`src/core/i2c_event_pkg.sv`:
```
// Package: constants and types for the two-wire event and wait control
// What this block does
// - Event flag after bit 8/9; holds clock low
// - Flag falling releases the held clock line
// - Reserved first-byte address sets flag at bit 8
// - Later-byte arbitration loss: bit 8 or 9
// - No DMA, late wait: tx-empty or rx events
// - DMA, late wait: master bus idle at bit 8
// - First-byte arbitration loss sets flag at bit 9
// - Not-acknowledge sets flag unless stop requested
// - Receive FIFO data sets flag at bit 9
// - Variant one bus error sets flag at 9
// - Variant zero bus error sets flag, no hold
// - No DMA, tx empty sets flag at bit 9
// - No DMA, early wait: bit 9 events
// - Slave receive fills FIFO: flag at bit 9
// - DMA bit 9 events for slave and master
// - Zero write, stop or restart clears flag
// - Writing one without DMA is ignored
// - DMA master bus idle masks status interrupt
// - Mode field bits 7..5 select the mode
// - Receive and transmit interrupt request outputs
// - First-byte flag set on start, cleared later
// - Wait select zero waits at 9, one at 8
// - Master select and active encode the state
// - Event interrupt only while its enable set
package i2c_event_pkg;
	// Word indices of the registers; byte address is four times these
	localparam logic [1:0] OFS_MODE   = 2'h0;
	localparam logic [1:0] OFS_CTL    = 2'h1;
	localparam logic [1:0] OFS_STATUS = 2'h2;
	localparam logic [1:0] OFS_SERIAL = 2'h3;
	// Mode register fields
	localparam int MODE_LSB = 5;
	localparam int RIE_BIT  = 3;
	localparam int TIE_BIT  = 2;
	// Control register fields
	localparam int CTL_EVENT  = 0;
	localparam int CTL_BERR   = 1;
	localparam int CTL_IRQEN  = 2;
	localparam int CTL_WAIT_POINT_SELECT   = 3;
	localparam int CTL_ACTRS  = 4;
	localparam int CTL_MSEL   = 5;
	localparam int CTL_VARIANT = 6;
	localparam int CTL_ENABLE = 7;
	// Bus status fields
	localparam int ST_FIRST = 7;
	localparam int ST_RSVD  = 5;
	localparam int ST_DIR   = 4;
	localparam int ST_ARB   = 3;
	// Serial status fields
	localparam int SER_DMA    = 0;
	localparam int SER_FIFOEN = 1;
	localparam int SER_IDLE   = 4;
	localparam int SER_TXE    = 5;
	localparam int SER_RXF    = 6;
	localparam int SER_ORE    = 7;
	// Reset value and bit positions
	localparam logic [2:0] MODE_RESET = 3'h0;
	localparam logic [3:0] BITS_PER_BYTE = 4'h8;
	localparam logic [3:0] ACK_BIT       = 4'h9;
	// Operation modes
	typedef enum logic [2:0] {
		MODE_ASYNC  = 3'b000,
		MODE_MULTI  = 3'b001,
		MODE_SYNC   = 3'b010,
		MODE_LIN    = 3'b011,
		MODE_TWIRE  = 3'b100
	} op_mode_t;
	// Status of the rest of the serial unit, same clock
	typedef struct packed {
		logic txEmpty;
		logic txBusIdle;
		logic rxFull;
		logic overrun;
		logic rxFifoHasData;
		logic rxFifoFull;
		logic rsvdAddr;
		logic arbLost;
		logic nackRcvd;
		logic busErrDet;
		logic activeFlag;
		logic directionFlag;
	} unit_status_t;
	// Conditions seen on the bus lines
	typedef struct packed {
		logic start;
		logic stop;
		logic sclRise;
		logic sclFall;
	} line_event_t;
endpackage : i2c_event_pkg

```
`src/core/line_watch.sv`:
```
// Synchroniser and start/stop detector for the bus lines
`timescale 1ns/1ns
module line_watch
(
	input  wire logic                        clk,
	input  wire logic                        rst_b,
	input  wire logic                        sclIn,
	input  wire logic                        sdaIn,
	output i2c_event_pkg::line_event_t       lineEv
);
	import i2c_event_pkg::*;
	logic sclMeta, sclSync, sclLast;        // Clock line stages
	logic sdaMeta, sdaSync, sdaLast;        // Data line stages

	////////////////////////////////////////////////////////////////
	// Two flops before use; the third stage only feeds edge finding
	always_ff @(posedge clk or negedge rst_b)
	begin
		if (!rst_b)
		begin
			// Idle bus floats high
			{sclMeta, sclSync, sclLast} <= 3'h7;
			{sdaMeta, sdaSync, sdaLast} <= 3'h7;
		end
		else
		begin
			{sclMeta, sclSync, sclLast} <= {sclIn, sclMeta, sclSync};
			{sdaMeta, sdaSync, sdaLast} <= {sdaIn, sdaMeta, sdaSync};
		end
	end

	////////////////////////////////////////////////////////////////
	// Start is data falling with clock high, stop is data rising
	always_comb
	begin
		lineEv.start   = sclSync && sclLast && sdaLast && !sdaSync;
		lineEv.stop    = sclSync && sclLast && !sdaLast && sdaSync;
		lineEv.sclRise = sclSync && !sclLast;
		lineEv.sclFall = !sclSync && sclLast;
	end
endmodule : line_watch

```
`src/core/bit_counter.sv`:
```
// Bit position counter giving the eighth and ninth clock falls
`timescale 1ns/1ns
module bit_counter
(
	input  wire logic                        clk,
	input  wire logic                        rst_b,
	input  wire logic                        enable,
	input  i2c_event_pkg::line_event_t       lineEv,
	output logic                             at8,
	output logic                             at9
);
	import i2c_event_pkg::*;
	logic [3:0] bitCount;                   // Clock highs seen in byte

	////////////////////////////////////////////////////////////////
	// Count rising clock edges; report the falls that end bit 8 and 9
	always_ff @(posedge clk or negedge rst_b)
	begin
		if (!rst_b)
		begin
			bitCount <= 4'h0;
			at8      <= 1'b0;
			at9      <= 1'b0;
		end
		else
		begin
			at8 <= enable && lineEv.sclFall && bitCount == BITS_PER_BYTE;
			at9 <= enable && lineEv.sclFall && bitCount == ACK_BIT;
			if (!enable || lineEv.start || lineEv.stop)
				bitCount <= 4'h0;     // Restart framing on conditions
			else if (lineEv.sclFall && bitCount == ACK_BIT)
				bitCount <= 4'h0;     // Acknowledge done, next byte
			else if (lineEv.sclRise)
				bitCount <= bitCount + 4'h1;
		end
	end
endmodule : bit_counter

```
`src/core/i2c_event_wait.sv`:
```
// Event flag, clock wait and mode status logic of the two-wire mode
`timescale 1ns/1ns
module i2c_event_wait
(
	input  wire logic                        clk,
	input  wire logic                        rst_b,
	input  wire logic [1:0]                  address,
	input  wire logic                        read,
	input  wire logic                        write,
	input  wire logic [31:0]                 writedata,
	output logic      [31:0]                 readdata,
	output logic                             waitrequest,
	input  i2c_event_pkg::unit_status_t      unitSt,
	input  wire logic                        sclIn,
	input  wire logic                        sdaIn,
	output logic                             sclOut,
	output logic                             sclOe,
	output logic                             statusIrq,
	output logic                             rxIrq,
	output logic                             txIrq,
	output logic                             restartPulse
);
	import i2c_event_pkg::*;

	////////////////////////////////////////////////////////////////
	// Declarations
	line_event_t lineEv;                    // Conditions on the lines
	logic        at8, at9;                  // Bit position pulses
	op_mode_t    opMode;                    // Selected operation mode
	logic        rxIrqEnable, txIrqEnable;  // Mode register enables
	logic        xferEvent;                 // Transfer event flag
	logic        errNoHold;                 // Flag raised by plain error
	logic        busErrorFlag;              // Sticky bus error
	logic        eventIrqEnable;            // Gates the status interrupt
	logic        waitPointSelect;           // 1 waits at bit 8
	logic        masterSelect;              // Master requested
	logic        errVariant;                // Error handling variant
	logic        ifEnable;                  // Interface enable
	logic        dmaEnable;                 // DMA mode
	logic        rxFifoEnable;              // Receive FIFO in use
	logic        firstByte;                 // First byte after a start
	logic        stopRequested;             // Master select cleared
	logic        wrTake;                    // Write accepted this edge
	logic        ctlWrite;                  // Write to control register
	logic [7:0]  wbyte;                     // Low byte of write data
	logic [7:0]  next_readdata;             // Read mux
	logic        masterOp, slaveTx, slaveRx;
	logic        laterByte, rsvdFirst;
	logic        set8, set9, setEvent;      // Event sources
	logic        clearEvent;                // Software clear
	logic        idleMask;                  // Status interrupt mask term

	////////////////////////////////////////////////////////////////
	// Line conditions and bit framing
	line_watch u_line_watch
	(
		.clk    (clk),
		.rst_b  (rst_b),
		.sclIn  (sclIn),
		.sdaIn  (sdaIn),
		.lineEv (lineEv)
	);

	bit_counter u_bit_counter
	(
		.clk    (clk),
		.rst_b  (rst_b),
		.enable (ifEnable),
		.lineEv (lineEv),
		.at8    (at8),
		.at9    (at9)
	);

	////////////////////////////////////////////////////////////////
	// Avalon slave: one wait cycle, then data and write effect
	assign wrTake   = write && !waitrequest;
	assign wbyte    = writedata[7:0];
	assign ctlWrite = wrTake && address == OFS_CTL;

	// Read mux; unused upper bits and reserved bits read zero
	always_comb
	begin
		next_readdata = 8'h00;
		case (address)
			OFS_MODE:
			begin
				next_readdata[MODE_LSB +: 3] = opMode;
				next_readdata[RIE_BIT] = rxIrqEnable;
				next_readdata[TIE_BIT] = txIrqEnable;
			end
			OFS_CTL:
			begin
				next_readdata[CTL_EVENT]   = xferEvent;
				next_readdata[CTL_BERR]    = busErrorFlag;
				next_readdata[CTL_IRQEN]   = eventIrqEnable;
				next_readdata[CTL_WAIT_POINT_SELECT]    = waitPointSelect;
				next_readdata[CTL_ACTRS]   = unitSt.activeFlag;
				// Master select reads one while a master transfer runs
				next_readdata[CTL_MSEL]    = masterSelect ||
					(stopRequested && unitSt.activeFlag);
				next_readdata[CTL_VARIANT] = errVariant;
				next_readdata[CTL_ENABLE]  = ifEnable;
			end
			OFS_STATUS:
			begin
				next_readdata[ST_FIRST] = firstByte;
				next_readdata[ST_RSVD]  = unitSt.rsvdAddr;
				next_readdata[ST_DIR]   = unitSt.directionFlag;
				next_readdata[ST_ARB]   = unitSt.arbLost;
			end
			OFS_SERIAL:
			begin
				next_readdata[SER_DMA]    = dmaEnable;
				next_readdata[SER_FIFOEN] = rxFifoEnable;
				next_readdata[SER_IDLE]   = unitSt.txBusIdle;
				next_readdata[SER_TXE]    = unitSt.txEmpty;
				next_readdata[SER_RXF]    = unitSt.rxFull;
				next_readdata[SER_ORE]    = unitSt.overrun;
			end
			default: next_readdata = 8'h00;
		endcase
	end

	// Handshake: waitrequest drops for one cycle per request
	always_ff @(posedge clk or negedge rst_b)
	begin
		if (!rst_b)
		begin
			waitrequest <= 1'b1;
			readdata    <= 32'h0000_0000;
		end
		else if (waitrequest && (read || write))
		begin
			waitrequest <= 1'b0;
			readdata    <= {24'h00_0000, next_readdata};
		end
		else
			waitrequest <= 1'b1;
	end

	////////////////////////////////////////////////////////////////
	// Mode register; reserved bits are not stored
	always_ff @(posedge clk or negedge rst_b)
	begin
		if (!rst_b)
		begin
			opMode      <= op_mode_t'(MODE_RESET);
			rxIrqEnable <= 1'b0;
			txIrqEnable <= 1'b0;
		end
		else if (wrTake && address == OFS_MODE)
		begin
			opMode      <= op_mode_t'(wbyte[MODE_LSB +: 3]);
			rxIrqEnable <= wbyte[RIE_BIT];
			txIrqEnable <= wbyte[TIE_BIT];
		end
	end

	// Control and serial status bits that software owns
	always_ff @(posedge clk or negedge rst_b)
	begin
		if (!rst_b)
		begin
			eventIrqEnable  <= 1'b0;
			waitPointSelect <= 1'b0;
			masterSelect    <= 1'b0;
			errVariant      <= 1'b0;
			ifEnable        <= 1'b0;
			dmaEnable       <= 1'b0;
			rxFifoEnable    <= 1'b0;
		end
		else
		begin
			if (ctlWrite)
			begin
				eventIrqEnable  <= wbyte[CTL_IRQEN];
				waitPointSelect <= wbyte[CTL_WAIT_POINT_SELECT];
				masterSelect    <= wbyte[CTL_MSEL];
				errVariant      <= wbyte[CTL_VARIANT];
				ifEnable        <= wbyte[CTL_ENABLE];
			end
			if (wrTake && address == OFS_SERIAL)
			begin
				dmaEnable    <= wbyte[SER_DMA];
				rxFifoEnable <= wbyte[SER_FIFOEN];
			end
		end
	end

	// Restart request pulse and stop-request memory for master mode
	always_ff @(posedge clk or negedge rst_b)
	begin
		if (!rst_b)
		begin
			restartPulse  <= 1'b0;
			stopRequested <= 1'b0;
		end
		else
		begin
			restartPulse <= ctlWrite && wbyte[CTL_ACTRS] && masterOp;
			// Clearing master select mid-transfer asks for a stop
			if (ctlWrite && !wbyte[CTL_MSEL] && masterOp)
				stopRequested <= 1'b1;
			else if (lineEv.start || !unitSt.activeFlag)
				stopRequested <= 1'b0;
		end
	end

	////////////////////////////////////////////////////////////////
	// Event sources
	assign masterOp  = masterSelect && unitSt.activeFlag;
	assign slaveTx   = !masterSelect && unitSt.activeFlag &&
		unitSt.directionFlag;
	assign slaveRx   = !masterSelect && unitSt.activeFlag &&
		!unitSt.directionFlag;
	assign laterByte = !firstByte;
	assign rsvdFirst = unitSt.rsvdAddr;

	// Eighth clock fall; the wait point decides for ordinary bytes
	always_comb
	begin
		set8 = firstByte && rsvdFirst;
		set8 = set8 || (waitPointSelect && laterByte &&
			unitSt.arbLost);
		set8 = set8 || (!dmaEnable && waitPointSelect &&
			(((masterOp || slaveTx) && unitSt.txEmpty && laterByte) ||
			(slaveRx && !rxFifoEnable)));
		set8 = set8 || (dmaEnable && waitPointSelect && masterOp &&
			unitSt.txBusIdle && laterByte);
	end

	// Ninth clock fall, after the acknowledge
	always_comb
	begin
		set9 = firstByte && unitSt.arbLost;
		set9 = set9 || (unitSt.nackRcvd && !stopRequested);
		set9 = set9 || (rxFifoEnable && !rsvdFirst &&
			unitSt.rxFifoHasData && !unitSt.directionFlag &&
			unitSt.activeFlag);
		set9 = set9 || (errVariant && busErrorFlag);
		set9 = set9 || (!waitPointSelect && laterByte &&
			unitSt.arbLost);
		set9 = set9 || (!dmaEnable && !rsvdFirst && unitSt.txEmpty &&
			unitSt.activeFlag && (unitSt.directionFlag ||
			!rxFifoEnable));
		set9 = set9 || (!dmaEnable && !waitPointSelect &&
			((((masterOp || slaveTx) && unitSt.txEmpty) && laterByte) ||
			(slaveRx && !rxFifoEnable && !rsvdFirst)));
		set9 = set9 || (!dmaEnable && rxFifoEnable && slaveRx &&
			unitSt.rxFifoFull);
		set9 = set9 || (dmaEnable && ((slaveTx && unitSt.txEmpty) ||
			(slaveRx && !rxFifoEnable && unitSt.txEmpty) ||
			(masterOp && !waitPointSelect && unitSt.txBusIdle &&
			laterByte)));
	end

	// Plain bus error raises the flag at once and never waits the bus
	assign setEvent = ifEnable && ((at8 && set8) || (at9 && set9) ||
		(unitSt.busErrDet && !errVariant) ||
		(ctlWrite && wbyte[CTL_EVENT] && dmaEnable && !xferEvent));
	// Zero write, stop or restart request while active clears it
	assign clearEvent = ctlWrite && (!wbyte[CTL_EVENT] ||
		(xferEvent && unitSt.activeFlag &&
		(!wbyte[CTL_MSEL] || wbyte[CTL_ACTRS])));

	////////////////////////////////////////////////////////////////
	// Event flag: a set in the clearing cycle wins
	always_ff @(posedge clk or negedge rst_b)
	begin
		if (!rst_b)
		begin
			xferEvent <= 1'b0;
			errNoHold <= 1'b0;
		end
		else
		begin
			if (setEvent)
				xferEvent <= 1'b1;
			else if (clearEvent)
				xferEvent <= 1'b0;
			// Writing one without DMA falls through and changes nothing
			if (ifEnable && unitSt.busErrDet && !errVariant)
				errNoHold <= 1'b1;
			else if (!xferEvent)
				errNoHold <= 1'b0;
		end
	end

	// Bus error flag, cleared by a zero event-flag write or on disable
	always_ff @(posedge clk or negedge rst_b)
	begin
		if (!rst_b)
			busErrorFlag <= 1'b0;
		else if (ifEnable && unitSt.busErrDet)
			busErrorFlag <= 1'b1;
		else if (!ifEnable || (ctlWrite && !wbyte[CTL_EVENT]))
			busErrorFlag <= 1'b0;
	end

	// First byte after a start or repeated start
	always_ff @(posedge clk or negedge rst_b)
	begin
		if (!rst_b)
			firstByte <= 1'b0;
		else if (ifEnable && lineEv.start)
			firstByte <= 1'b1;
		else if (!ifEnable || lineEv.stop || at9 ||
			(unitSt.busErrDet && !errVariant))
			firstByte <= 1'b0;
	end

	////////////////////////////////////////////////////////////////
	// Clock wait and interrupt outputs, all registered
	assign idleMask = dmaEnable && masterOp && unitSt.txBusIdle &&
		laterByte;

	always_ff @(posedge clk or negedge rst_b)
	begin
		if (!rst_b)
		begin
			sclOut    <= 1'b0;
			sclOe     <= 1'b0;
			statusIrq <= 1'b0;
			rxIrq     <= 1'b0;
			txIrq     <= 1'b0;
		end
		else
		begin
			// Open drain: drive low while waiting, else let pull-up win
			sclOut    <= 1'b0;
			sclOe     <= xferEvent && !errNoHold;
			statusIrq <= xferEvent && eventIrqEnable &&
				!idleMask;
			rxIrq     <= rxIrqEnable &&
				(unitSt.rxFull || unitSt.overrun);
			txIrq     <= txIrqEnable && unitSt.txEmpty;
		end
	end
endmodule : i2c_event_wait

```
`config.mk`:
```
export PLATFORM = sky130hd
export DESIGN_NAME = i2c_event_wait
export DESIGN_NICKNAME = d
export VERILOG_FILES = /design/src/core/i2c_event_pkg.sv /design/src/core/line_watch.sv /design/src/core/bit_counter.sv /design/src/core/i2c_event_wait.sv
export SDC_FILE = /design/constraint.sdc
export NUM_CORES = 1
export LEC_CHECK = 0
export CORE_ASPECT_RATIO = 0.6
export CORE_MARGIN = 4
export CORE_UTILIZATION = 34
export DETAILED_ROUTE_END_ITERATION = 16
export DONT_BUFFER_PORTS = 1
export PLACE_DENSITY_LB_ADDON = 0.05
export SLEW_MARGIN = 20
export SYNTH_ARGS = -nofsm -noshare
export SYNTH_HDL_FRONTEND = slang
export SYNTH_SLANG_ARGS = --single-unit
export TNS_END_PERCENT = 10
```
`constraint.sdc`:
```
create_clock -name clk -period 4.14 [get_ports clk]
set_clock_uncertainty 0.15 [all_clocks]
set_input_delay 0.207 -clock clk [delete_from_list [all_inputs] [get_ports clk]]
set_output_delay 0.207 -clock clk [all_outputs]
set_load 0.05 [all_outputs]
```
# ---- Word-level counts from Yosys, hierarchy flattened
# Cells that the tools add are included.
dict set report totals {
  in_bits 52
  out_inout_bits 39
  wordCells 202
  register_bits 43
}
dict set report op_classes {
  add_sub_neg 1
  n_reduce_logical 143
  eq_ne 6
  muxes 21
}
# op n
set op_table {}
lappend op_table {{1-bit logical AND} 84}
lappend op_table {{1-bit logical OR} 32}
lappend op_table {{1-bit logical NOT} 21}
lappend op_table {{4-bit 2-to-1 mux} 3}
lappend op_table {{1-bit 2-to-1 mux} 11}
lappend op_table {{1-bit case mux with 3 select lines} 3}
lappend op_table {{4-bit == test (second input constant)} 2}
lappend op_table {{1-bit case mux with 4 select lines} 2}
lappend op_table {{2-bit nonzero test} 4}
lappend op_table {{4-bit by 1-bit adder with 4-bit output (second input constant)} 1}
lappend op_table {{2-bit == test (second input constant)} 2}
lappend op_table {{2-bit case mux with 2 select lines} 1}
lappend op_table {{3-bit nonzero test} 1}
lappend op_table {{2-bit by 1-bit == test with 1-bit output (second input constant)} 1}
lappend op_table {{2-bit logical NOT} 1}
lappend op_table {{2-bit by 1-bit inequality test with 1-bit output (second input constant)} 1}
lappend op_table {{1-bit case mux with 2 select lines} 1}

# ---- Depth between registers and ports, before layout
# Gate-level depths: netlist of run 1.
dict set report logic_depth {
  depth_word 18
  ltp_mapped 6
  mapped_depth_nobuf 5
}

# ---- Hierarchy
# A second synthesis of run 1 with hierarchy kept.
dict set report hier_totals {
  hier_cells 216
  area_unflattened_um2 2237.1
}
# mod area_per_inst_um2 cells_per_inst instances seq_area_each_um2
set modules_own_cells {}
lappend modules_own_cells {i2c_event_wait 1749.2 180 1 777.0}
lappend modules_own_cells {bit_counter 295.3 26 1 150.1}
lappend modules_own_cells {line_watch 192.7 10 1 157.7}

# ---- Worst setup path after synthesis of run 1
# No wires, ideal clock.
dict set report synth_timing {
  path_kind {register -> register}
  startpoint {reg waitrequest}
  endpoint {reg xferEvent}
  setup_ns 0.140
  n_path_buf 1
  period_less_slack_ns 1.750
  t_required_ns 3.850
  stages_incl_launch_ff 7
  slack_ns 2.390
  arrival_ns 1.459
  path_cell_list {dfstp_2 > and4bb_1 > buf_2 > nand4b_1 > nand2_1 > o21ai_1 > nand4_1}
}
dict set report synth_between {
  elab_chain_len 9
  word_cells_on_any_way 11
  classes_between {mux: 1; reduce/logical: 10}
}
# item line
set synth_rtl {}
lappend synth_rtl {{start: declaration} i2c_event_wait.sv:12} ;# output logic waitrequest,
lappend synth_rtl {{start signal: assignment} i2c_event_wait.sv:129} ;# waitrequest <= 1'b1;
lappend synth_rtl {{start signal: assignment} i2c_event_wait.sv:134} ;# waitrequest <= 1'b0;
lappend synth_rtl {{start signal: assignment} i2c_event_wait.sv:138} ;# waitrequest <= 1'b1;
lappend synth_rtl {{1-bit logical NOT *} i2c_event_wait.sv:76} ;# assign wrTake = write && !waitrequest;
lappend synth_rtl {{1-bit logical AND *} i2c_event_wait.sv:76}
lappend synth_rtl {{1-bit logical AND *} i2c_event_wait.sv:78} ;# assign ctlWrite = wrTake && address == OFS_CTL;
lappend synth_rtl {{1-bit logical AND (3 in series)} i2c_event_wait.sv:260} ;# (ctlWrite && wbyte[CTL_EVENT] && dmaEnable && !xferEvent));
lappend synth_rtl {{1-bit logical OR} i2c_event_wait.sv:259} ;# (unitSt.busErrDet && !errVariant) ||
lappend synth_rtl {{1-bit logical AND} i2c_event_wait.sv:258} ;# assign setEvent = ifEnable && ((at8 && set8) || (at9 && set9) ||
lappend synth_rtl {{1-bit 2-to-1 mux / 2-bit nonzero test (equally long branches)} -}
lappend synth_rtl {{end signal: assignment} i2c_event_wait.sv:272} ;# xferEvent <= 1'b0;
lappend synth_rtl {{end signal: assignment} i2c_event_wait.sv:278} ;# xferEvent <= 1'b1;
lappend synth_rtl {{end signal: assignment} i2c_event_wait.sv:280} ;# xferEvent <= 1'b0;
lappend synth_rtl {{end: declaration} i2c_event_wait.sv:31} ;# logic xferEvent;
# Every way passes the cells marked *; elsewhere a longest branch is shown, timed or not.
# A chain may end at the register's enable or synchronous reset.

# ---- Worst setup path after layout of run 1
# Same ends and word-level chain as after synthesis.

==> results of run 1 <==
[critical path: cells and delay by family (launching register included)]
family	cells	cell delay, ps
AO/OA/AOI/OAI	1	150
flip-flops	1	750
AND/OR/NAND/NOR	4	750
[routing by layer]
layer	up-vias	global-route usage [%]	wire, µm
met4	0	3.200	49
met2	80	19.41	2214
met3	7	5.043	620
li1	715	-	-
met5	-	0	0
met1	744	20.28	2597
[final timing paths]
| kind | from | endpoint | slack (ps) | cells past startpoint |
|---|---|---|---|---|
| max | waitrequest | xferEvent | 2190 | 5 |
| min | address[0] | readdata[2] | 8 | 2 |
| max reg2reg | waitrequest | xferEvent | 2190 | 5 |
| min reg2reg | u_line_watch.sclMeta | u_line_watch.sclSync | 210 | 0 |
| max in group asynchronous | rst_b | u_line_watch.sdaMeta | 3300 | 2 |
| min in group asynchronous | rst_b | txIrq | 260 | 2 |
[per-stage QoR]
stage / hold WS, ps / util [%] / cells / power (mW)
2_1_floorplan: -238.6 / - / 230 / 0.8815
5_1_grt: 15.73 / 40.89 / 313 / 1.338
3_5_place_dp: -237.1 / 35.42 / 284 / 0.9165
6_report: 8.223 / 40.89 / 313 / 1.266
3_3_place_gp: -237.4 / 35.42 / 284 / 0.9093
4_1_cts: 6.300 / 40.73 / 312 / 1.285
[Yosys cell counts (2+ instances only)]
| cell type | n | area (µm²) |
|---|---|---|
| nand3_1 | 2 | 10.01 |
| xor2_1 | 2 | 17.52 |
| dfstp_2 | 7 | 183.9 |
| and3_1 | 2 | 12.51 |
| o21ai_1 | 6 | 30.03 |
| o31ai_1 | 4 | 30.03 |
| a22o_1 | 2 | 17.52 |
| nand4b_1 | 2 | 17.52 |
| mux2i_1 | 6 | 60.06 |
| dfrtp_1 | 36 | 900.9 |
| xnor2_1 | 2 | 17.52 |
| nor2b_1 | 6 | 37.54 |
| nor3_1 | 4 | 20.02 |
| o21ai_0 | 2 | 10.01 |
| a31oi_1 | 4 | 25.02 |
| nor2_1 | 15 | 56.30 |
| nand4_1 | 3 | 18.77 |
| buf_4 | 25 | 187.7 |
| a21oi_1 | 6 | 30.03 |
| mux2_1 | 10 | 112.6 |
| buf_2 | 4 | 20.02 |
| mux2_2 | 5 | 56.30 |
| ha_1 | 3 | 37.54 |
| nand2b_1 | 3 | 18.77 |
| a211oi_1 | 2 | 15.01 |
| inv_1 | 7 | 26.28 |
| nand2_1 | 18 | 67.56 |
| nor4bb_1 | 2 | 20.02 |
[cell families (layout without fill, tap and decap cells)]
group	Yosys count	after routing	synth area share, %
AOI/OAI and AO/OA	33	33	9.809
xor gates and xnor gates	4	4	1.579
adders and majority gates	3	3	1.691
buffers and inverters	37	36	10.71
DFF	43	43	48.87
muxes	22	22	11.50
other	1	25	0.1689
and+or+nand+nor	63	63	15.67
[layout make-up]
cell class                 instances  area [µm²]
clock buffer                       5       68.82
inverter                           7       26.28
tap                               84       105.1
clock inverter                     3       43.79
multi-input combinational        150       987.2
timing repair buffer              21       227.7
fill                             626        3677
sequential                        43        1085
[placed cells by master (no fill, tap or decap), types with 2 or more instances in the layout]
master,instances
a31oi_1,4
inv_1,7
a22o_1,2
dfrtp_1,36
mux2_2,5
dlygate4sd3_1,20
clkbuf_8,5
xor2_1,2
conb_1,25
nand4_1,3
mux2_1,10
nor2_1,15
mux2i_1,6
nand2_1,18
nor2b_1,6
o21ai_1,6
xnor2_1,2
nand3_1,2
nor3_1,4
nand2b_1,3
nor4bb_1,2
a211oi_1,2
ha_1,3
nand4b_1,2
a21oi_1,6
dfstp_2,7
o21ai_0,2
o31ai_1,4
and3_1,2
[power groups by stage]
| stage | registers (mW) | logic (mW) | clock network, mW |
|---|---|---|---|
| 3_5_place_dp | 0.718 | 0.199 | 0 |
| 2_1_floorplan | 0.678 | 0.204 | 0 |
| 6_report | 0.708 | 0.232 | 0.326 |
| 5_1_grt | 0.722 | 0.259 | 0.358 |
| 3_3_place_gp | 0.713 | 0.196 | 0 |
| 4_1_cts | 0.709 | 0.232 | 0.345 |
==> metrics, run 1 <==
Num CTS Buffers 5; Setup TNS Final 0 ps; # setup viols final 0; RSZ-0062 raised after global routing no; pin count of the biggest net entering global routing 44; Net Switching 0.4817 mW; Reg with most FFs readdata; DIE WIDTH 112.3 µm; Hold Path Class in -> reg; Req. time, crit path 4150 ps; crit path cell chain and4bb_1 -> nand4b_1 -> nand2_1 -> o21ai_1 -> nand4_1; Sw Ratio 38.06%; synthesized area 0.002220 mm²; grt ovf 0; EDFF count, synth 0; final worst slack 2187 ps; Largest register FFs 8; Area growth, synth to finish 14.60%; peak supply drop 0.1895 mV; Synth Instances 206; post-CTS sizing 0; die area 0.007927 mm²; 1st-iter DRT viols 87; Setup Fix Bufs, Post-CTS 0; Distinct cells, synth 44; f_max 512.0 MHz; diodes inserted 0; clock share of power 25.8%; syn_area_per_cell 10.77 µm²; Nets 283; Area after DPL 0.002203 mm²; # DRC 0; Largest regs readdata (8), u_bit_counter.bitCount (4), opMode (3); GRT Total Usage 13.82%; # hold bufs at CTS 20; async set-reset flop share out of synthesis 100.0%; Leak Pwr 1.115 nW; first-pass GRT wire length 8487 µm; vias per inst 4.939; Gate power share 18.3%; Worst Max-Slew Pin Slew 1040 ps; Synth warnings 0; Die Height 70.59 µm; post-route clock period utilization 47.18%; Worst EP arrival 1960 ps; Final Critical Period 1953 ps; status finished clean; layout cells sized above 1 10.04%; clock sink total 43; post-synthesis sequential area ratio 48.87%; Startpoint Class flop; Port Buffers 0; post-DR wirelength/cell 17.51 µm; CTS Buffer Depth 2; number of global-route vias before repair 1532; starting density of the core 35.68%; cell-internal power 0.7839 mW; prevailing post-synth register cell dfrtp_1; cell area after layout 0.002544 mm²; Max stage delay on crit path 750 ps; wirelength, routed 5482 µm; Final Wtd Congestion 0.7699; Max Slew Vio Count 0; CTS root buffer clkbuf_8; CP max FO 9; register bit count reported by yosys 43; nature of the critical path endpoint flop; remaining antenna violation count 0; Clock Latency Late Sink 290 ps; slew margin rel. 30.17%; htree depth 2; worst setup path category reg -> reg; first drt pass iteration count 5; FP Rows 22; Worst path slowest cell dfstp_2; routed vias 1546; Worst-path clk slew 90 ps; sequential share of power 56.0%; core area 0.006221 mm²; Post-Place Setup Slack 2218 ps; DP HPWL 3855 µm; CTS tree built; Ports 91; Pwr per Cell Area 497.6 mW/mm²; number of max-cap violations 0; Final Hold Viols 0; initial antenna violation count 0
No activity file was read; power rests on OpenSTA's default activity.
==> run 2: changes to the inputs <==
- ABC_AREA: default -> 1
- clock period: 4.14 -> 1.6 ns (I/O delays scaled with it)
==> run 2 against run 1 <==
Compared with the run above:
- cell count up 25%
- die area rose by 0.41%
- setup slack got worse by 2100 ps
- register-to-register slack got worse by 2100 ps
- synthesized cell count grew 30%
- non-clock buffer count increased by 15
- maximum frequency rose by 30%
- count of clock-buffer cells in the layout rose by 1
- design area rose by 5.9%
- highest routed layer unchanged
- first-iteration DRC count is 26% lower
- clock power increased to 2.6 times the previous value
- sequential cell count unchanged
==> metrics, run 2 <==
GRT Total Usage 14.45% (was 13.82%); die area 0.007960 mm² (was 0.007927 mm²); Synth Instances 267 (was 206); vias per inst 4.485 (was 4.939); FF-to-FF End u_bit_counter.bitCount[3] (was xferEvent); post-DR wirelength/cell 14.31 µm (was 17.51 µm); CTS root buffer clkbuf_8 (unchanged); wirelength, routed 5580 µm (was 5482 µm); pin count of the biggest net entering global routing 44 (unchanged); Largest regs readdata (8), u_bit_counter.bitCount (4), opMode (3) (unchanged); syn_area_per_cell 8.351 µm² (was 10.77 µm²); worst min-delay path startpoint unitSt[5] (was address[0]); Hold Path Depth 8 (was 2); 1st-iter DRT viols 64 (was 87); DP HPWL 4134 µm (was 3855 µm); FP Rows 22 (unchanged); status finished clean (unchanged); htree depth 2 (unchanged); Final Wtd Congestion 0.7211 (was 0.7699); Max Slew Vio Count 0 (unchanged); RSZ-0062 raised after global routing no (unchanged); remaining antenna violation count 0 (unchanged); Req. time, crit path 1640 ps (was 4150 ps); f_max 667.4 MHz (was 512.0 MHz); worst setup path category reg -> reg (unchanged); post-synthesis sequential area ratio 48.65% (was 48.87%); Final Hold Viols 0 (unchanged); async set-reset flop share out of synthesis 100.0% (unchanged); clock sink total 43 (unchanged); first-pass GRT wire length 8901 µm (was 8487 µm); list of most frequent post-synthesis cells 61 x nand2_1, 36 x dfrtp_1, 29 x inv_1, 29 x nor2_1, 25 x buf_4 (was 36 x dfrtp_1, 25 x buf_4, 18 x nand2_1, 15 x nor2_1, 10 x mux2_1); Synth warnings 0 (unchanged); Post-Layout Cell Count 390 (was 313); leading post-synthesis cells by cell area dfrtp_1 40%, nand2_1 10%, buf_4 8.4%, dfstp_2 8.2%, inv_1 4.9% (was dfrtp_1 41%, buf_4 8.5%, dfstp_2 8.3%, mux2_1 5.1%, nand2_1 3.0%); Final Critical Period 1498 ps (was 1953 ps); register-to-register setup slack 100 ps (was 2190 ps); number of max-cap violations 0 (unchanged); CTS tree built (unchanged); Nets 360 (was 283); CP max FO 4 (was 9); diodes inserted 0 (unchanged); Area growth, synth to finish 20.76% (was 14.60%); # DRC 0 (unchanged); commonest non-fill, non-tap cell in the layout nand2_1 (was dfrtp_1); Pwr per Cell Area 1257 mW/mm² (was 497.6 mW/mm²); peak supply drop 0.4687 mV (was 0.1895 mV); Startpoint Class flop (unchanged); nature of the critical path endpoint flop (unchanged); starting density of the core 35.84% (was 35.68%); most frequent cell after synthesis nand2_1 (was dfrtp_1); worst r2r path cells 7 (was 5); DIE WIDTH 112.5 µm (was 112.3 µm); # setup viols final 0 (unchanged); Ports 91 (unchanged); Die Height 70.73 µm (was 70.59 µm); Setup TNS Final 0 ps (unchanged); post-route clock period utilization 93.64% (was 47.18%); Worst-path clk slew 90 ps (about the same); Distinct cells, synth 29 (was 44); prevailing post-synth register cell dfrtp_1 (unchanged); grt ovf 0 (unchanged); Placed Cells 356 (was 284); number of global-route vias before repair 1679 (was 1532); Reg with most FFs readdata (unchanged); most frequent cells in the layout 59 x nand2_1, 36 x dfrtp_1, 28 x nor2_1 (was 36 x dfrtp_1, 25 x conb_1, 20 x dlygate4sd3_1); core area 0.006221 mm² (unchanged); Clock Latency Late Sink 310 ps (was 290 ps); RR Startpoint u_line_watch.sclSync (was waitrequest); initial antenna violation count 0 (unchanged); Worst Hold Path EP xferEvent (was readdata[2]); CTS Buffer Depth 2 (unchanged); Num CTS Buffers 5 (unchanged); first drt pass iteration count 4 (was 5); Yosys top cell by area dfrtp_1 (unchanged); Setup Fix Bufs, Post-CTS 0 (unchanged); Leak Pwr 1.306 nW (was 1.115 nW); Port Buffers 0 (unchanged); synthesized area 0.002230 mm² (was 0.002220 mm²); post-synth top area share 40.40% (was 40.59%); Worst EP arrival 1540 ps (was 1960 ps); register bit count reported by yosys 43 (unchanged); EDFF count, synth 0 (unchanged); Largest register FFs 8 (unchanged); routed vias 1749 (was 1546); Hold Path Class in -> reg (unchanged); layout cells sized above 1 14.38% (was 10.04%)
[run 2: cell types whose count changed after synthesis, moves of 6 or more]
cell     previous run  this run
nor2_1             15        29
o21ai_0             2        14
inv_1               7        29
a21oi_1             6        16
mux2i_1             6         0
mux2_1             10         0
nand3_1             2         9
nor2b_1             6         0
nand2_1            18        61
[run 2: how the worst max path moves through the flow]
stage,from,to,depth (start not counted)
floorplan,waitrequest,opMode[1],5
global placement,u_line_watch.sclSync,u_bit_counter.bitCount[3],7
detailed placement,u_line_watch.sclSync,u_bit_counter.bitCount[3],7
CTS,u_line_watch.sclSync,u_bit_counter.bitCount[3],7
global route,u_line_watch.sclSync,u_bit_counter.bitCount[3],7
finish,u_line_watch.sclSync,u_bit_counter.bitCount[3],7
[run 2: area by class of cell]
cell class | count | area, µm²
fill | 650 | 3528
sequential | 43 | 1085
inverter | 30 | 112.6
clock buffer | 6 | 72.57
clock inverter | 2 | 37.54
multi-input combinational | 189 | 927.1
tap | 84 | 105.1
timing repair buffer | 36 | 352.8
[run 2: metrics by stage]
step / hold WS (ps) / util [%] / worst slack, ps / area [µm²] / total power [mW]
after CTS: 16.12 / 43.16 / 38.49 / 2685 / 3.421
after detailed placement: -364.1 / 36.93 / 65.67 / 2297 / 2.441
after global placement: -364.4 / 36.93 / 51.99 / 2297 / 2.440
after floorplan: -365.6 / - / 19.81 / 2325 / 2.268
final: 25.71 / 43.28 / 101.7 / 2693 / 3.384
after global routing: 56.40 / 43.28 / 2.301 / 2693 / 3.589
[run 2: metal layers]
layer	up-vias	global-route usage [%]	wire, µm	share of wire (%)
li1	878	-	-	-
met1	796	22.65	2964	53
met2	69	18.64	2116	38
met3	6	4.786	443	7.9
met4	0	3.600	57	1.0
met5	-	0	0	0
[run 2: kinds of logic after synthesis]
family | after synthesis | share of synthesized area, %
flops | 43 | 48.65
simple gates | 117 | 22.73
xor+xnor | 1 | 0.3929
mux | 4 | 2.020
compound gates | 39 | 9.989
fa+ha+maj | 3 | 1.684
buf+inv | 59 | 14.37
other cells | 1 | 0.1682
[run 2: what timing repair did]
action,in CTS,in global routing
hold endpoints to repair,73,0
hold buffers,26,0
endpoints found under the setup margin,0,1
gates resized for setup,0,3
[run 2: critical path, stage by stage (launching register included)]
cell and delay [ps]:
dfstp_2 560, inv_2 60, nor2_4 140, inv_1 80, nor2_2 110, nand3_1 100
xor2_1 130, nor2_1 50
[run 2: report_power, final]
group | internal, mW | switching [mW]
Sequential | 1.30 | 0.329
Combinational | 0.286 | 0.607
Clock | 0.466 | 0.397
Total | 2.05 | 1.33
==> run 3: changes to the inputs <==
- REMOVE_ABC_BUFFERS: default -> 1
==> run 3 against run 2 <==
Compared with the run above:
- the run now ends with negative hold slack left
- critical path depth did not move
- first-iteration DRC count up 110%
- combinational power increased by 7.6%
- total power is 6.0% higher
- count of clock-buffer cells in the layout decreased by 1
- via count increased by 2.9%
- sequential cell count did not move
- cell count up 1.5%
- critical path type unchanged
- highest routed layer unchanged
==> metrics, run 3 (same netlist as run 2, synthesis figures left out) <==
status finished, violations left (was finished clean); failing checks negative hold slack; worst r2r path cells 7 (unchanged); Worst path slowest cell dfstp_2 (unchanged); number of max-cap violations 0 (unchanged); first-pass GRT wire length 9142 µm (was 8901 µm); core area 0.006221 mm² (unchanged); Max Slew Vio Count 0 (unchanged); Num CTS Buffers 5 (unchanged); Pwr per Cell Area 1297 mW/mm² (was 1257 mW/mm²); clock share of power 28.6% (was 25.5%); CP max FO 4 (unchanged); CTS tree built (unchanged); crit path launch u_line_watch.sclSync (unchanged); Post-Place Setup Slack 50.66 ps (was 65.67 ps); wirelength, routed 5648 µm (was 5580 µm); FP Rows 22 (unchanged); # setup viols final 0 (unchanged); Ports 91 (unchanged); grt ovf 0 (unchanged); Reg with most FFs readdata (unchanged); clock sink total 43 (unchanged); die area 0.007960 mm² (unchanged); Setup TNS Final 0 ps (unchanged); cell-internal power 2.245 mW (was 2.051 mW); DP HPWL 4187 µm (was 4134 µm); first drt pass iteration count 4 (unchanged); final worst slack 112.4 ps (was 101.7 ps); htree depth 2 (unchanged); Clock Latency Late Sink 300 ps (was 310 ps); commonest non-fill, non-tap cell in the layout nand2_1 (unchanged); Largest regs readdata (8), u_bit_counter.bitCount (4), opMode (3) (unchanged); f_max 672.2 MHz (was 667.4 MHz); worst setup path category reg -> reg (unchanged); CP dominant cell by count inv_1; Tot Pwr 3.587 mW (was 3.384 mW); Die Height 70.73 µm (unchanged); number of global-route vias before repair 1724 (was 1679); RR Startpoint u_line_watch.sclSync (unchanged); Hold Path Depth 5 (was 8); Final Critical Period 1488 ps (was 1498 ps); RSZ-0062 raised after global routing no (unchanged); GRT Total Usage 14.78% (was 14.45%); Hold Path Class in -> reg (unchanged); Nets 366 (was 360); slew margin rel. 66.77%; worst min-delay path startpoint write (was unitSt[5]); layout cells sized above 1 17.63% (was 14.38%); 1st-iter DRT viols 134 (was 64); Max stage delay on crit path 550 ps (was 560 ps); post-route clock period utilization 92.98% (was 93.64%); Largest register FFs 8 (unchanged); Port Buffers 0 (unchanged); nature of the critical path endpoint flop (unchanged); remaining antenna violation count 0 (unchanged); sequential share of power 44.6% (was 48.1%); Final Hold Viols 1 (was 0); Leak Pwr 1.349 nW (was 1.306 nW); Gate power share 26.8% (was 26.4%); DIE WIDTH 112.5 µm (unchanged); pin count of the biggest net entering global routing 44 (unchanged); Worst Max-Slew Pin Slew 493.3 ps; most frequent cells in the layout 58 x nand2_1, 34 x dfrtp_1, 29 x inv_1 (was 59 x nand2_1, 36 x dfrtp_1, 28 x nor2_1); WHS -5.918 ps (was 25.71 ps); Worst-path clk slew 90 ps (about the same); initial antenna violation count 0 (unchanged); peak supply drop 0.5521 mV (was 0.4687 mV); # DRC 0 (unchanged); post-DR wirelength/cell 14.26 µm (was 14.31 µm); Area growth, synth to finish 24.07% (was 20.76%); Sw Ratio 37.41% (was 39.41%); vias per inst 4.545 (was 4.485); CTS Buffer Depth 2 (unchanged); Startpoint Class flop (unchanged); Net Switching 1.342 mW (was 1.334 mW); CTS root buffer clkbuf_8 (unchanged); Req. time, crit path 1630 ps (was 1640 ps); routed vias 1800 (was 1749); Worst EP arrival 1520 ps (was 1540 ps); crit path cell chain inv_1 -> nor2_4 -> inv_1 -> nor2_2 -> nand3_1 -> xor2_1 -> nor2_1 (was inv_2 -> nor2_4 -> inv_1 -> nor2_2 -> nand3_1 -> xor2_1 -> nor2_1); diodes inserted 0 (unchanged); starting density of the core 35.84% (unchanged); Final Wtd Congestion 0.8043 (was 0.7211)
==> run 3: through the flow <==
| stage | util, % | cell area (µm²) | cells |
|---|---|---|---|
| 6_report | 44.47 | 2766 | 396 |
| 5_1_grt | 44.47 | 2766 | 396 |
| 4_1_cts | 43.91 | 2731 | 394 |
| 3_5_place_dp | 37.57 | 2337 | 362 |
| 3_3_place_gp | 37.57 | 2337 | 362 |
| 2_1_floorplan | - | 2112 | 262 |
==> run 3: final cells by class <==
cell class / instances / area [µm²]
Clock inverter: 3 / 67.56
Sequential cell: 43 / 1087
Tap cell: 84 / 105.1
Multi-Input combinational cell: 189 / 932.1
Inverter: 30 / 112.6
Clock buffer: 5 / 68.82
Fill cell: 625 / 3455
Timing Repair Buffer: 42 / 392.9
==> run 3: worst paths after layout <==
check                      slack, ps                        end
setup / recovery                 110  u_bit_counter.bitCount[3]
hold / removal                    -6              stopRequested
setup reg to reg                 110  u_bit_counter.bitCount[3]
hold reg to reg                  210       u_line_watch.sdaSync
max in group asynchronous        870       u_line_watch.sdaMeta
min in group asynchronous        160               masterSelect
==> run 3: repair_timing <==
item,CTS,global route
hold buffers,24,0
endpoints found under the hold margin,72,0
buffers inserted,0,2
endpoints found under the setup margin,0,6
resized for setup,0,9
==> run 3: power by group through the flow <==
stage          Combinational [mW]  Sequential, mW  Clock (mW)
6_report                    0.961            1.60        1.02
5_1_grt                      1.06            1.63        1.11
4_1_cts                     0.938            1.60        1.05
3_5_place_dp                0.842            1.63           0
3_3_place_gp                0.845            1.63           0
2_1_floorplan               0.486            1.72           0
==> run 3: layer usage <==
layer | part of all wire, % | vias to the layer above | GRT usage [%]
met5 | 0 | - | 0
met2 | 37 | 70 | 19.03
li1 | - | 891 | -
met4 | 0.78 | 0 | 4.400
met3 | 8.9 | 4 | 4.444
met1 | 53 | 835 | 23.19
==> run 3: critical path, delay by kind of cell, from the launching register on <==
| kind | cells | cell delay [ps] |
|---|---|---|
| XOR/XNOR | 1 | 140 |
| buffers and inverters | 2 | 160 |
| flip-flops | 1 | 550 |
| AND/OR/NAND/NOR | 4 | 370 |
